===== src/verilog/timer_pkg.sv =====
// shared constants, register indices and carrier types of the one-shot timer
package timer_pkg;
  // timing: system clock, slow oscillator and counting step
  localparam int unsigned CLK_HZ       = 125_000_000;
  localparam int unsigned OSC_KHZ      = 20;
  localparam int unsigned STEP_MS      = 1;
  localparam int unsigned OSC_DIV      = CLK_HZ / (OSC_KHZ * 1000);
  localparam int unsigned OSC_PER_STEP = OSC_KHZ * STEP_MS;
  localparam int unsigned DIV_W        = 16;

  // counter geometry
  localparam int unsigned CNT_W        = 16;
  localparam logic [15:0] CNT_ZERO     = 16'h0000;
  localparam logic [15:0] CNT_WRAP     = 16'hFFFF;
  localparam logic [15:0] CNT_ONE      = 16'h0001;

  // bus geometry; byte address is four times the register index
  localparam int unsigned ADDR_W       = 12;
  localparam int unsigned IDX_W        = 10;
  localparam int unsigned DATA_W       = 32;

  // register indices
  localparam logic [9:0] IRQ_SUMMARY_STATUS_IDX   = 10'h010;
  localparam logic [9:0] IRQ_ENABLE_IDX           = 10'h014;
  localparam logic [9:0] IRQ_CLEAR_IDX            = 10'h015;
  localparam logic [9:0] TIMER_RELOAD_REG_IDX     = 10'h0A0;
  localparam logic [9:0] TIMER_IRQ_SOURCE_REG_IDX = 10'h0A2;
  localparam logic [9:0] TIMER_CONTROL_REG_IDX    = 10'h0A3;
  localparam logic [9:0] TIMER_COUNT_REG_IDX      = 10'h0A4;

  // field positions
  localparam int unsigned CTL_ENABLE_BIT    = 0;
  localparam int unsigned CTL_LOAD_BIT      = 1;
  localparam int unsigned CTL_AUTO_STOP_BIT = 2;
  localparam int unsigned SRC_UNDERFLOW_BIT = 0;
  localparam int unsigned SUMMARY_TIMER_BIT = 14;

  // values after reset
  localparam logic [15:0] RELOAD_RST = 16'h0000;
  localparam logic [15:0] COUNT_RST  = 16'h0000;
  localparam logic [31:0] RDATA_RST  = 32'h0000_0000;

  // one bus request as seen by the slave
  typedef struct packed {
    logic        read;
    logic        write;
    logic [11:0] address;
    logic [3:0]  byteenable;
    logic [31:0] writedata;
  } bus_req_t;

  // software-visible control state
  typedef struct packed {
    logic enable;
    logic auto_stop_on_wrap;
  } timer_ctl_t;

  // byte-lane merge of a write into an old word
  function automatic logic [31:0] lane_merge(input logic [31:0] old_w, input logic [31:0] new_w,
                                             input logic [3:0] be);
    logic [31:0] res;
    res = old_w;
    for (int i = 0; i < 4; i++) begin
      if (be[i]) begin
        res[i*8 +: 8] = new_w[i*8 +: 8];
      end
    end
    return res;
  endfunction : lane_merge
endpackage : timer_pkg


===== src/verilog/tick_divider.sv =====
// enable-pulse divider: one output pulse per DIV input pulses
`timescale 1ns/10ps
module tick_divider #(
  parameter int unsigned DIV = 2
) (
  input  wire logic clk,
  input  wire logic rstn,
  input  wire logic step_in,
  output logic      tick
);
  localparam logic [15:0] LAST = 16'(DIV - 1);

  logic [15:0] cnt_q, cnt_d;
  logic        tick_q, tick_d;

  // count input pulses, emit one pulse on the last
  always_comb begin
    cnt_d  = cnt_q;
    tick_d = 1'b0;
    if (step_in) begin
      if (cnt_q == LAST) begin
        cnt_d  = 16'h0000;
        tick_d = 1'b1;
      end else begin
        cnt_d = cnt_q + 16'h0001;
      end
    end
  end

  always_ff @(posedge clk) begin
    if (!rstn) begin
      cnt_q  <= 16'h0000;
      tick_q <= 1'b0;
    end else begin
      cnt_q  <= cnt_d;
      tick_q <= tick_d;
    end
  end

  assign tick = tick_q;
endmodule : tick_divider


===== src/verilog/wrap_counter.sv =====
// 16-bit one-shot down counter with load, halt and auto-stop sequencing
`timescale 1ns/10ps
module wrap_counter (
  input  wire logic        clk,
  input  wire logic        rstn,
  input  wire logic        step,
  input  wire logic        load,
  input  wire logic [15:0] reload,
  input  wire logic        enable,
  input  wire logic        auto_stop,
  input  wire logic        rearm,
  output logic [15:0]      count,
  output logic             wrap_set,
  output logic             hw_disable,
  output logic             stepping
);
  logic [15:0] count_q, count_d;
  logic        halt_q, halt_d;
  logic        pend_q, pend_d;

  // load beats rearm beats stepping; a wrap halts until reloaded or re-enabled
  always_comb begin
    count_d    = count_q;
    halt_d     = halt_q;
    pend_d     = 1'b0;
    wrap_set   = pend_q;
    hw_disable = 1'b0;
    stepping   = enable && !halt_q && step && !load && !rearm;
    if (load) begin
      count_d = reload;
      halt_d  = 1'b0;
    end else if (rearm) begin
      halt_d = 1'b0;
    end else if (stepping) begin
      if (count_q == timer_pkg::CNT_ZERO) begin
        count_d = timer_pkg::CNT_WRAP;
        halt_d  = 1'b1;
        if (auto_stop) begin
          hw_disable = 1'b1;
          pend_d     = 1'b1; // flag waits one cycle for enable to drop
        end else begin
          wrap_set = 1'b1;
        end
      end else begin
        count_d = count_q - timer_pkg::CNT_ONE;
      end
    end
  end

  always_ff @(posedge clk) begin
    if (!rstn) begin
      count_q <= timer_pkg::COUNT_RST;
      halt_q  <= 1'b0;
      pend_q  <= 1'b0;
    end else begin
      count_q <= count_d;
      halt_q  <= halt_d;
      pend_q  <= pend_d;
    end
  end

  assign count = count_q; // held while enable is low and no load arrives
endmodule : wrap_counter


===== src/verilog/low_power_oneshot_timer.sv =====
// top of the one-shot timer: Avalon-MM slave, registers, interrupt and pin
`timescale 1ns/10ps
// Operation
// - The count steps are derived from a 20 kHz rate and held in a 16-bit one-shot down counter.
// - An underflow sets the underflow flag and stops the counting.
// - The timer summary bit stays set exactly as long as the underflow flag is set.
// - The interrupt pin asserts for the timer only when the timer bit of the interrupt enable register is set.
// - Writing one to the load command bit copies the reload value into the counter.
// - While enabled the counter decrements by one every 1 ms.
// - Once enabled the counter keeps decrementing until underflow or until enable is cleared.
// - Underflow is the step from 0x0000 to 0xFFFF.
// - Clearing enable stops counting at once and keeps the count.
// - The count is readable and setting enable again resumes from the held value.
// - With auto-stop set, an underflow clears the enable state and then sets the flag.
// - With auto-stop set, the flag is set only once the timer is fully disabled.
// - One control write setting enable, load and auto-stop loads the reload value and starts counting.
// - Back-to-back writes to reload, source and control are applied one per transfer, in arrival order.
module low_power_oneshot_timer #(
  parameter int unsigned OSC_DIV = timer_pkg::OSC_DIV
) (
  input  wire logic        clk,
  input  wire logic        rstn,
  input  wire logic [11:0] avs_address,
  input  wire logic        avs_read,
  input  wire logic        avs_write,
  input  wire logic [3:0]  avs_byteenable,
  input  wire logic [31:0] avs_writedata,
  output logic [31:0]      avs_readdata,
  output logic             avs_waitrequest,
  output logic             irq,
  output logic             irq_pin_out,
  output logic             irq_pin_oe_n
);
  timer_pkg::bus_req_t   req;
  logic [9:0]            idx;
  logic                  fire;
  logic                  wr_reload, wr_source, wr_ctl, wr_en, wr_clr;
  logic [31:0]           merged;
  logic                  load_cmd, rearm;
  logic                  osc_tick, step_tick;
  logic [15:0]           count;
  logic                  wrap_set, hw_disable, stepping;

  logic                  wait_q, wait_d;
  logic [31:0]           rdata_q, rdata_d;
  logic [15:0]           reload_q, reload_d;
  timer_pkg::timer_ctl_t ctl_q, ctl_d;
  logic                  flag_q, flag_d;
  logic                  inten_q, inten_d;
  logic                  flag_clr;
  logic                  irq_q, irq_d;
  logic                  oe_n_q, oe_n_d;
  logic                  pin_q;

  // carry the bus request as one bundle
  assign req = '{read: avs_read, write: avs_write, address: avs_address,
                 byteenable: avs_byteenable, writedata: avs_writedata};
  assign idx = req.address[11:2];

  // a write takes effect at the edge where waitrequest is seen low
  assign fire      = req.write && !wait_q;
  assign wr_reload = fire && (idx == timer_pkg::TIMER_RELOAD_REG_IDX);
  assign wr_source = fire && (idx == timer_pkg::TIMER_IRQ_SOURCE_REG_IDX);
  assign wr_ctl    = fire && (idx == timer_pkg::TIMER_CONTROL_REG_IDX) && req.byteenable[0];
  assign wr_en     = fire && (idx == timer_pkg::IRQ_ENABLE_IDX) && req.byteenable[1];
  assign wr_clr    = fire && (idx == timer_pkg::IRQ_CLEAR_IDX) && req.byteenable[1];
  assign merged    = timer_pkg::lane_merge({16'h0000, reload_q}, req.writedata, req.byteenable);

  // load is a pulse from the write itself, so the bit never stays set
  assign load_cmd = wr_ctl && req.writedata[timer_pkg::CTL_LOAD_BIT];
  assign rearm    = wr_ctl && req.writedata[timer_pkg::CTL_ENABLE_BIT];

  // 20 kHz pulse from the system clock, then 1 ms step from it
  tick_divider #(
    .DIV (OSC_DIV)
  ) osc_div (
    .clk     (clk),
    .rstn    (rstn),
    .step_in (1'b1),
    .tick    (osc_tick)
  );

  tick_divider #(
    .DIV (timer_pkg::OSC_PER_STEP)
  ) step_div (
    .clk     (clk),
    .rstn    (rstn),
    .step_in (osc_tick),
    .tick    (step_tick)
  );

  // counting core; the enable it sees is the registered control bit
  wrap_counter core (
    .clk        (clk),
    .rstn       (rstn),
    .step       (step_tick),
    .load       (load_cmd),
    .reload     (reload_q),
    .enable     (ctl_q.enable),
    .auto_stop  (ctl_q.auto_stop_on_wrap),
    .rearm      (rearm),
    .count      (count),
    .wrap_set   (wrap_set),
    .hw_disable (hw_disable),
    .stepping   (stepping)
  );

  // bus handshake: one wait cycle, then a single cycle with waitrequest low
  always_comb begin
    wait_d  = 1'b1;
    rdata_d = rdata_q;
    if ((req.read || req.write) && wait_q) begin
      wait_d = 1'b0;
    end
    if (req.read && wait_q) begin
      rdata_d = timer_pkg::RDATA_RST; // unmapped and reserved read as zero
      case (idx)
        timer_pkg::IRQ_SUMMARY_STATUS_IDX:   rdata_d[timer_pkg::SUMMARY_TIMER_BIT] = flag_q;
        timer_pkg::IRQ_ENABLE_IDX:           rdata_d[timer_pkg::SUMMARY_TIMER_BIT] = inten_q;
        timer_pkg::TIMER_RELOAD_REG_IDX:     rdata_d[15:0] = reload_q;
        timer_pkg::TIMER_IRQ_SOURCE_REG_IDX: rdata_d[timer_pkg::SRC_UNDERFLOW_BIT] = flag_q;
        timer_pkg::TIMER_CONTROL_REG_IDX: begin
          rdata_d[timer_pkg::CTL_ENABLE_BIT]    = ctl_q.enable;
          rdata_d[timer_pkg::CTL_AUTO_STOP_BIT] = ctl_q.auto_stop_on_wrap;
        end
        timer_pkg::TIMER_COUNT_REG_IDX:      rdata_d[15:0] = count;
        default:                             rdata_d = timer_pkg::RDATA_RST;
      endcase
    end
  end

  // register state: writes in arrival order, hardware set beats software clear
  always_comb begin
    reload_d = reload_q;
    ctl_d    = ctl_q;
    inten_d  = inten_q;
    flag_clr = 1'b0;
    if (wr_reload) begin
      reload_d = merged[15:0];
    end
    if (wr_ctl) begin
      ctl_d.enable            = req.writedata[timer_pkg::CTL_ENABLE_BIT];
      ctl_d.auto_stop_on_wrap = req.writedata[timer_pkg::CTL_AUTO_STOP_BIT];
    end
    // a wrap cannot coincide with an enable write, since that write's rearm blocks the step
    if (hw_disable) begin
      ctl_d.enable = 1'b0;
    end
    if (wr_en) begin
      inten_d = req.writedata[timer_pkg::SUMMARY_TIMER_BIT];
    end
    if (wr_source && req.byteenable[0] && req.writedata[timer_pkg::SRC_UNDERFLOW_BIT]) begin
      flag_clr = 1'b1;
    end
    if (wr_clr && req.writedata[timer_pkg::SUMMARY_TIMER_BIT]) begin
      flag_clr = 1'b1;
    end
    flag_d = (flag_q && !flag_clr) || wrap_set;
    irq_d  = flag_q && inten_q;
    oe_n_d = !(flag_q && inten_q); // pin pulled low only while asserting
  end

  always_ff @(posedge clk) begin
    if (!rstn) begin
      wait_q   <= 1'b1;
      rdata_q  <= timer_pkg::RDATA_RST;
      reload_q <= timer_pkg::RELOAD_RST;
      ctl_q    <= '0;
      flag_q   <= 1'b0;
      inten_q  <= 1'b0;
      irq_q    <= 1'b0;
      oe_n_q   <= 1'b1;
      pin_q    <= 1'b0;
    end else begin
      wait_q   <= wait_d;
      rdata_q  <= rdata_d;
      reload_q <= reload_d;
      ctl_q    <= ctl_d;
      flag_q   <= flag_d;
      inten_q  <= inten_d;
      irq_q    <= irq_d;
      oe_n_q   <= oe_n_d;
      pin_q    <= 1'b0;
    end
  end

  assign avs_readdata    = rdata_q;
  assign avs_waitrequest = wait_q;
  assign irq             = irq_q;
  assign irq_pin_out     = pin_q;
  assign irq_pin_oe_n    = oe_n_q;
endmodule : low_power_oneshot_timer


===== config.mk =====
export PLATFORM = sky130hd
export DESIGN_NAME = low_power_oneshot_timer
export DESIGN_NICKNAME = d
export VERILOG_FILES = /design/src/verilog/timer_pkg.sv /design/src/verilog/tick_divider.sv /design/src/verilog/wrap_counter.sv /design/src/verilog/low_power_oneshot_timer.sv
export SDC_FILE = /design/constraint.sdc
export NUM_CORES = 1
export LEC_CHECK = 0
export BUFFER_PORTS_ARGS = -buffer_cell sky130_fd_sc_hd__buf_4
export CAP_MARGIN = 20
export CORE_MARGIN = 8
export CORE_UTILIZATION = 60
export CTS_CLUSTER_DIAMETER = 120
export CTS_CLUSTER_SIZE = 8
export DETAILED_ROUTE_END_ITERATION = 10
export PLACE_DENSITY = 0.92
export SYNTH_ARGS = -nofsm -noshare
export SYNTH_HDL_FRONTEND = slang
export SYNTH_HIERARCHICAL = 1
export SYNTH_SLANG_ARGS = --single-unit

===== constraint.sdc =====
create_clock -name clk -period 5.85 [get_ports clk]
set_input_delay 1.17 -clock clk [delete_from_list [all_inputs] [get_ports clk]]
set_output_delay 1.17 -clock clk [all_outputs]
set_load 0.005 [all_outputs]

==> impl_metrics.py, run 1 <==
metrics = {
    "timing": {
        "skew_ns": 0.00956,
        "relSlewSlack_pct": 53.3,
        "fin_crit_ns": 3.77,
        "tightest_slew_ns": 0.698,
        "hold_viol": 0,
        "fin_tns_setup_ns": 0,
        "slew_violations": 0,
        "rsz0062_at_grt": "false",
        "fmax_mhz": 265,
        "post-route-period-util_pct": 64.5,
        "setup_viol": 0,
    },
    "clock_network": {
        "cts_tree": "yes",
        "cts_num_sinks": 91,
        "cts_hold_buffers": 0,
        "post_cts_buffers": 0,
        "cts_buffer_depth": 2,
        "cts_buffers": 9,
        "cts_root_buf": "clkbuf_8",
        "ctsHtreeMaxLevel": 3,
        "cts-resized-gates": 0,
        "clk_pin_slew_ns": 0.09,
        "insertion_delay_ns": 0.35,
    },
    "logic_synthesis": {
        "syn-cell-area_sq_um": 4780,
        "avgSynthCellArea_sq_um": 8.93,
        "yosysTopAreaCell": "dfxtp_1",
        "synth_top_area_share_pct": 38.1,
        "synthTopCellsByArea": "dfxtp_1 38%, mux2i_1 5.2%, nor2_1 5.0%",
        "synthFlopType": "dfxtp_1",
        "synth_seq_cells": 91,
        "yosys_warnings": 6,
        "netlist_top_cells_count": "91 x dfxtp_1, 64 x nor2_1, 31 x nand2_1",
        "seq_area_frac_synth_pct": 38.1,
        "synthAdderAreaFrac_pct": 1.31,
        "synth_compound_area_share_pct": 11.7,
        "yosysMostFrequentCell": "dfxtp_1",
        "synth_mux_area_share_pct": 5.71,
        "synth_edf_count": 0,
        "synth-simple-area-share_pct": 31.1,
        "synth.distinct_cells": 67,
        "synth_top_family_by_area": "simple AND/OR/NAND/NOR gates",
        "postSynthCellCount": 535,
        "synth_xor_area_share_pct": 5.13,
        "async_flop_share_pct": 0,
    },
    "min_path": {
        "hold_depth": 1,
        "hp-start": "inten_q",
        "min_to": "irq_pin_oe_n",
        "hold_path_class": "register to register",
    },
    "placement": {
        "routabilityCongestion": 0.907,
        "place_inst": 658,
        "hpwl_um": 7740,
        "portBuffers": 50,
    },
    "setup_path": {
        "crit_family": "simple AND/OR/NAND/NOR gates",
        "startpoint_type": "input pin",
        "crit_buf_inv": 2,
        "r2r_slack_ns": 3.01,
        "critPathCaptureType": "register",
        "ff2ff_path_depth": 9,
        "crit_arrival_ns": 4.02,
        "path_cells": "buf_4 -> and3b_1 -> nand2_1 -> nor4_1 -> and2_1 -> inv_1 -> and2_1 -> and3_1 -> a21o_1 -> o21ai_0 -> a21oi_1",
        "cp_max_fo": 15,
        "critPathKind": "input pin to register",
        "required_ns": 6.09,
        "r2r_end": "flag_q",
        "slowest_stage": "nor4_1",
        "crit_top_cell": "and2_1",
        "r2r-start": "avs_waitrequest",
        "max_stage_delay_ns": 0.43,
    },
    "drt": {
        "drtIter0Drc": 215,
        "ant_nets": 0,
        "drt_pass1_iterations": 7,
        "detailroute.via_count": 4131,
        "viasPerCell": 6.12,
        "wl_per_cell_um": 16.1,
        "drc": 0,
        "drt-total-wl_um": 10900,
    },
    "pwr": {
        "switching_share_pct": 24.0,
        "p_per_area_nw_per_um2": 215,
        "power_frac_clock_pct": 37.2,
        "power.switching_w": 0.000273,
        "p_leak_nw": 2.09,
        "p_seq_share_pct": 55.8,
        "irDropWorstVdd_uv": 99.4,
        "internal_power_w": 0.000863,
        "power.share.combinational_pct": 7.0,
    },
    "floorplan": {
        "design.core.area_sq_um": 7730,
        "initial_core_util_pct": 61.8,
        "die_w_um": 105,
        "rows": 32,
        "die-area_sq_um": 11100,
        "fp.dieH_um": 105,
        "pin_count": 88,
    },
    "layout": {
        "insertedDiodeCount": 0,
        "area_delta_synth_final_pct": 10.5,
        "finalNonFillerCells": 675,
        "num-fill-cells": 562,
        "drive_above_1_share_pct": 16.6,
        "layout.nets": 625,
    },
    "job": {
        "cap_viol_max_count": 0,
    },
    "global_route": {
        "grt_use_total_pct": 19.4,
        "grt_max_degree": 64,
        "antenna_found_initial": 0,
        "grt_pass1_wl_um": 18400,
        "grt_pass1_vias": 4045,
        "overflow": 0,
    },
    "run_status": {
        "status": "finished, final reports clean",
    },
}
[routing by layer]
layer / vias to the layer above / GRT usage (%) / wire [um]
li1: 1984 / - / -
met1: 1957 / 22.6 / 4490
met2: 165 / 33.3 / 5370
met3: 25 / 5.12 / 817
met4: 0 / 7.65 / 174
met5: - / 0 / 0
[how the worst max path moves through the flow]
| stage | to | startpoint | cells after the start | slack [ns] |
|---|---|---|---|---|
| final | flag_q | avs_address[6] | 11 | 2.08 |
| after global routing | flag_q | avs_address[8] | 11 | 1.88 |
| after CTS | flag_q | avs_address[6] | 11 | 2.21 |
| after detailed placement | flag_q | avs_address[8] | 11 | 1.81 |
| after global placement | flag_q | avs_address[8] | 11 | 1.88 |
| after floorplan | core/count[3] | avs_address[6] | 12 | 2.58 |
[state kept, by name, summed over array words and instances (netlist names)]
signal / count
avs_readdata: 16
irq: 1
ctl_q: 2
step_div/tick: 1
reload_q: 16
core/pend_q: 1
irq_pin_oe_n: 1
osc_div/cnt_q: 16
step_div/cnt_q: 16
core/halt_q: 1
avs_waitrequest: 1
inten_q: 1
core/count: 16
flag_q: 1
osc_div/tick: 1
[power groups by stage]
stage	logic, W	registers [W]	clock network [W]
final	0.0000792	0.000634	0.000423
after global routing	0.0000870	0.000636	0.000467
after CTS	0.0000777	0.000634	0.000431
after detailed placement	0.0000773	0.000648	0
after global placement	0.0000747	0.000648	0
after floorplan	0.0000488	0.000648	0
[cell families (layout without fill, tap and decap cells)]
family                     Yosys count  after routing
adders and majority gates            5              5
other                                2             18
buffers and inverters               57             79
and+or+nand+nor                    245            245
DFF                                 91             91
AOI/OAI and AO/OA                   80             80
xor gates and xnor gates            28             28
muxes                               27             27
[layout make-up]
| type | count | area (sq um) | area share [%] |
|---|---|---|---|
| repair buffers | 51 | 383 | 7.26 |
| flip-flops and latches | 91 | 1820 | 34.5 |
| multi-input cells | 403 | 2700 | 51.1 |
| inverters | 12 | 45.0 | 0.854 |
| clock inverters | 7 | 78.8 | 1.49 |
| clock buffers | 9 | 124 | 2.35 |
| well taps | 102 | 128 | 2.42 |
[cells in the final DEF (no fill, tap or decap), drive strengths merged, types with 11 or more instances in the layout]
master,instances
mux2i,25
conb,18
a221oi,13
nor4,16
o221ai,11
nor2,66
buf,51
inv,12
nor2b,21
dfxtp,91
xnor2,20
nand2,32
nand4,20
nor3,28
o21ai,19
nand3,12
[worst register-to-register path, stage by stage, from the launching register on]
cell,delay [ns]
dfxtp_1,0.40
nand4b_1,0.21
nor4_1,0.37
and2_1,0.40
inv_1,0.33
and2_1,0.36
and3_1,0.26
a21o_1,0.21
o21ai_0,0.14
a21oi_1,0.05
[metrics by stage]
| stage | instance area, sq um | hold WS (ns) | setup slack [ns] | power (W) | utilization [%] |
|---|---|---|---|---|---|
| 6_report | 5280 | 0.447 | 2.08 | 0.00114 | 68.3 |
| 5_1_grt | 5280 | 0.477 | 1.88 | 0.00119 | 68.3 |
| 4_1_cts | 5270 | 0.447 | 2.21 | 0.00114 | 68.2 |
| 3_5_place_dp | 5070 | 0.426 | 1.81 | 0.000726 | 65.6 |
| 3_3_place_gp | 5070 | 0.419 | 1.88 | 0.000722 | 65.6 |
| 2_1_floorplan | 4840 | 0.401 | 2.58 | 0.000696 | - |
Note: power is estimated with default switching activity, not from simulation.
==> run 2: changes to the inputs <==
- ABC_AREA: unset -> 1
- CORE_UTILIZATION: 60 -> 57
- PLACE_DENSITY: 0.92 -> 0.88
- clock period: 5.85 -> 3.6 ns (I/O delays scaled with it)
==> run 2 against run 1 <==
  * Via count grew 20%
  * Clock power grew 85%
  * First-iteration DRC count grew 45%
  * Critical endpoint is now core/count[2]
  * Largest power group unchanged
==> impl_metrics.py, run 2 <==
metrics = {
    "timing": {
        "fin_tns_setup_ns": 0,
        "slew_violations": 0,
        "whs_ns": 0.472,
        "post-route-period-util_pct": 73.1,
        "setup_viol": 0,
        "fin_crit_ns": 2.63,
        "fmax_mhz": 380,
        "tightest_slew_ns": 0.549,
        "skew_ns": 0.0159,
        "relSlewSlack_pct": 63.4,
        "hold_viol": 0,
        "rsz0062_at_grt": "false",
    },
    "logic_synthesis": {
        "yosys_warnings": 6,
        "synth_seq_cells": 91,
        "yosysMostFrequentCell": "nand2_1",
        "synth_edf_count": 0,
        "async_flop_share_pct": 0,
        "avgSynthCellArea_sq_um": 6.73,
        "netlist_top_cells_count": "179 x nand2_1, 149 x nor2_1, 96 x inv_1",
        "synthTopCellsByArea": "dfxtp_1 34%, nand2_1 13%, nor2_1 11%",
        "syn-cell-area_sq_um": 5300,
        "synth.distinct_cells": 49,
        "yosysTopAreaCell": "dfxtp_1",
        "postSynthCellCount": 788,
        "synthFlopType": "dfxtp_1",
        "synth_top_area_share_pct": 34.3,
        "seq_area_frac_synth_pct": 34.3,
    },
    "drt": {
        "viasPerCell": 5.19,
        "drtIter0Drc": 312,
        "wl_per_cell_um": 13.1,
        "drt_pass1_iterations": 5,
        "ant_nets": 0,
        "drc": 0,
        "detailroute.via_count": 4938,
        "drt-total-wl_um": 12500,
    },
    "pwr": {
        "p_leak_nw": 2.79,
        "p_per_area_nw_per_um2": 333,
        "finalPower_w": 0.00195,
        "p_seq_share_pct": 52.8,
        "power.share.combinational_pct": 7.3,
        "internal_power_w": 0.00149,
        "irDropWorstVdd_uv": 226,
        "power.switching_w": 0.000460,
        "power_frac_clock_pct": 40.0,
        "switching_share_pct": 23.5,
    },
    "global_route": {
        "antenna_found_initial": 0,
        "grt_pass1_wl_um": 21200,
        "grt_pass1_vias": 4652,
        "grt_use_total_pct": 20.2,
        "overflow": 0,
        "grt_max_degree": 43,
    },
    "layout": {
        "final_common_cell": "nand2_1",
        "area_delta_synth_final_pct": 10.5,
        "num-fill-cells": 798,
        "finish.instance_area_sq_um": 5860,
        "drive_above_1_share_pct": 15.9,
        "multiInputGateArea_sq_um": 2870,
        "register_area_sq_um": 1820,
        "layout_common_cells": "179 x nand2_1, 149 x nor2_1, 96 x inv_1, 91 x dfxtp_1, 52 x buf_4",
        "layout.nets": 893,
        "insertedDiodeCount": 0,
    },
    "clock_network": {
        "insertion_delay_ns": 0.36,
        "cts_num_sinks": 91,
        "ctsHtreeMaxLevel": 3,
        "cts_hold_buffers": 0,
        "post_cts_buffers": 0,
        "cts_tree": "yes",
        "cts_buffers": 9,
        "cts_buffer_depth": 2,
        "clk_pin_slew_ns": 0.09,
        "cts_root_buf": "clkbuf_8",
        "cts-resized-gates": 0,
    },
    "setup_path": {
        "cp_max_fo": 20,
        "crit_arrival_ns": 2.88,
        "required_ns": 3.85,
        "startpoint_type": "input pin",
        "critPathKind": "input pin to register",
        "critPathCaptureType": "register",
    },
    "placement": {
        "portBuffers": 50,
        "dpl_cell_area_sq_um": 5630,
        "hpwl_um": 9330,
        "routabilityCongestion": 0.949,
    },
    "floorplan": {
        "pin_count": 88,
        "initial_core_util_pct": 57.9,
        "design.core.area_sq_um": 9150,
        "fp.dieH_um": 112,
        "die_w_um": 112,
        "die-area_sq_um": 12600,
        "rows": 35,
    },
    "run_status": {
        "status": "finished, final reports clean",
    },
    "job": {
        "cap_viol_max_count": 0,
    },
    "min_path": {
        "hold_path_class": "register to register",
    },
}
[run 2: changes by cell type after synthesis, moves of 22 or more]
| cell | previous run | this run |
|---|---|---|
| nand2_1 | 31 | 179 |
| nor2_1 | 64 | 149 |
| inv_1 | 12 | 96 |
| a21oi_1 | 9 | 34 |
| mux2i_1 | 25 | 0 |
| nand3_1 | 12 | 34 |
[run 2: metal layers]
metal | part of all wire, % | up-vias | GRT usage (%)
li1 | - | 2533 | -
met1 | 43 | 2225 | 24.2
met2 | 50 | 154 | 35.3
met3 | 5.5 | 26 | 2.74
met4 | 2.2 | 0 | 8.45
met5 | 0 | - | 0
[run 2: logic make-up after synthesis]
| kind of cell | after synthesis | synth area share [%] |
|---|---|---|
| other | 2 | 0.142 |
| adder cells (fa/ha/maj) | 5 | 1.18 |
| AND/OR/NAND/NOR | 440 | 38.5 |
| buffers and inverters | 138 | 12.6 |
| flip-flops | 91 | 34.3 |
| XOR/XNOR | 14 | 2.31 |
| AO/OA/AOI/OAI | 98 | 10.9 |
[run 2: worst paths after layout]
kind	cells past startpoint	slack [ns]	to	startpoint
setup / recovery	13	0.97	core/count[2]	avs_address[11]
hold / removal	2	0.47	reload_q[5]	reload_q[5]
setup reg to reg	11	1.27	core/count[2]	avs_waitrequest
hold reg to reg	2	0.47	reload_q[5]	reload_q[5]
[run 2: worst max-delay path, stage by stage]
cell and delay [ns]:
buf_4 0.12, nor2_4 0.19, nand3_4 0.18, nor2_1 0.20, nand2_1 0.12, nor2_1 0.10
buf_4 0.14, inv_1 0.24, nand2_4 0.37, nand2_1 0.13, xor2_1 0.16, o21ai_0 0.14
inv_1 0.05
[run 2: cell type report]
cell class / instances / share of cell area (%)
clock buffer: 11 / 2.41
clock inverter: 5 / 1.47
inverter: 107 / 6.98
multi-input combinational: 575 / 49.0
sequential: 91 / 31.1
tap: 111 / 2.37
timing repair buffer: 52 / 6.66
[run 2: through the flow]
stage	utilization [%]	instances	worst slack (ns)
after global placement	61.6	936	0.652
final	64.0	952	0.970
after CTS	64.0	952	0.991
after floorplan	-	804	1.16
after global routing	64.0	952	0.733
after detailed placement	61.6	936	0.616
[run 2: power groups by stage]
stage	Combinational [W]	Clock [W]	Sequential (W)
finish	0.000142	0.000781	0.00103
global route	0.000156	0.000834	0.00103
CTS	0.000140	0.000788	0.00103
detailed placement	0.000139	0	0.00105
global placement	0.000136	0	0.00105
floorplan	0.0000876	0	0.00105
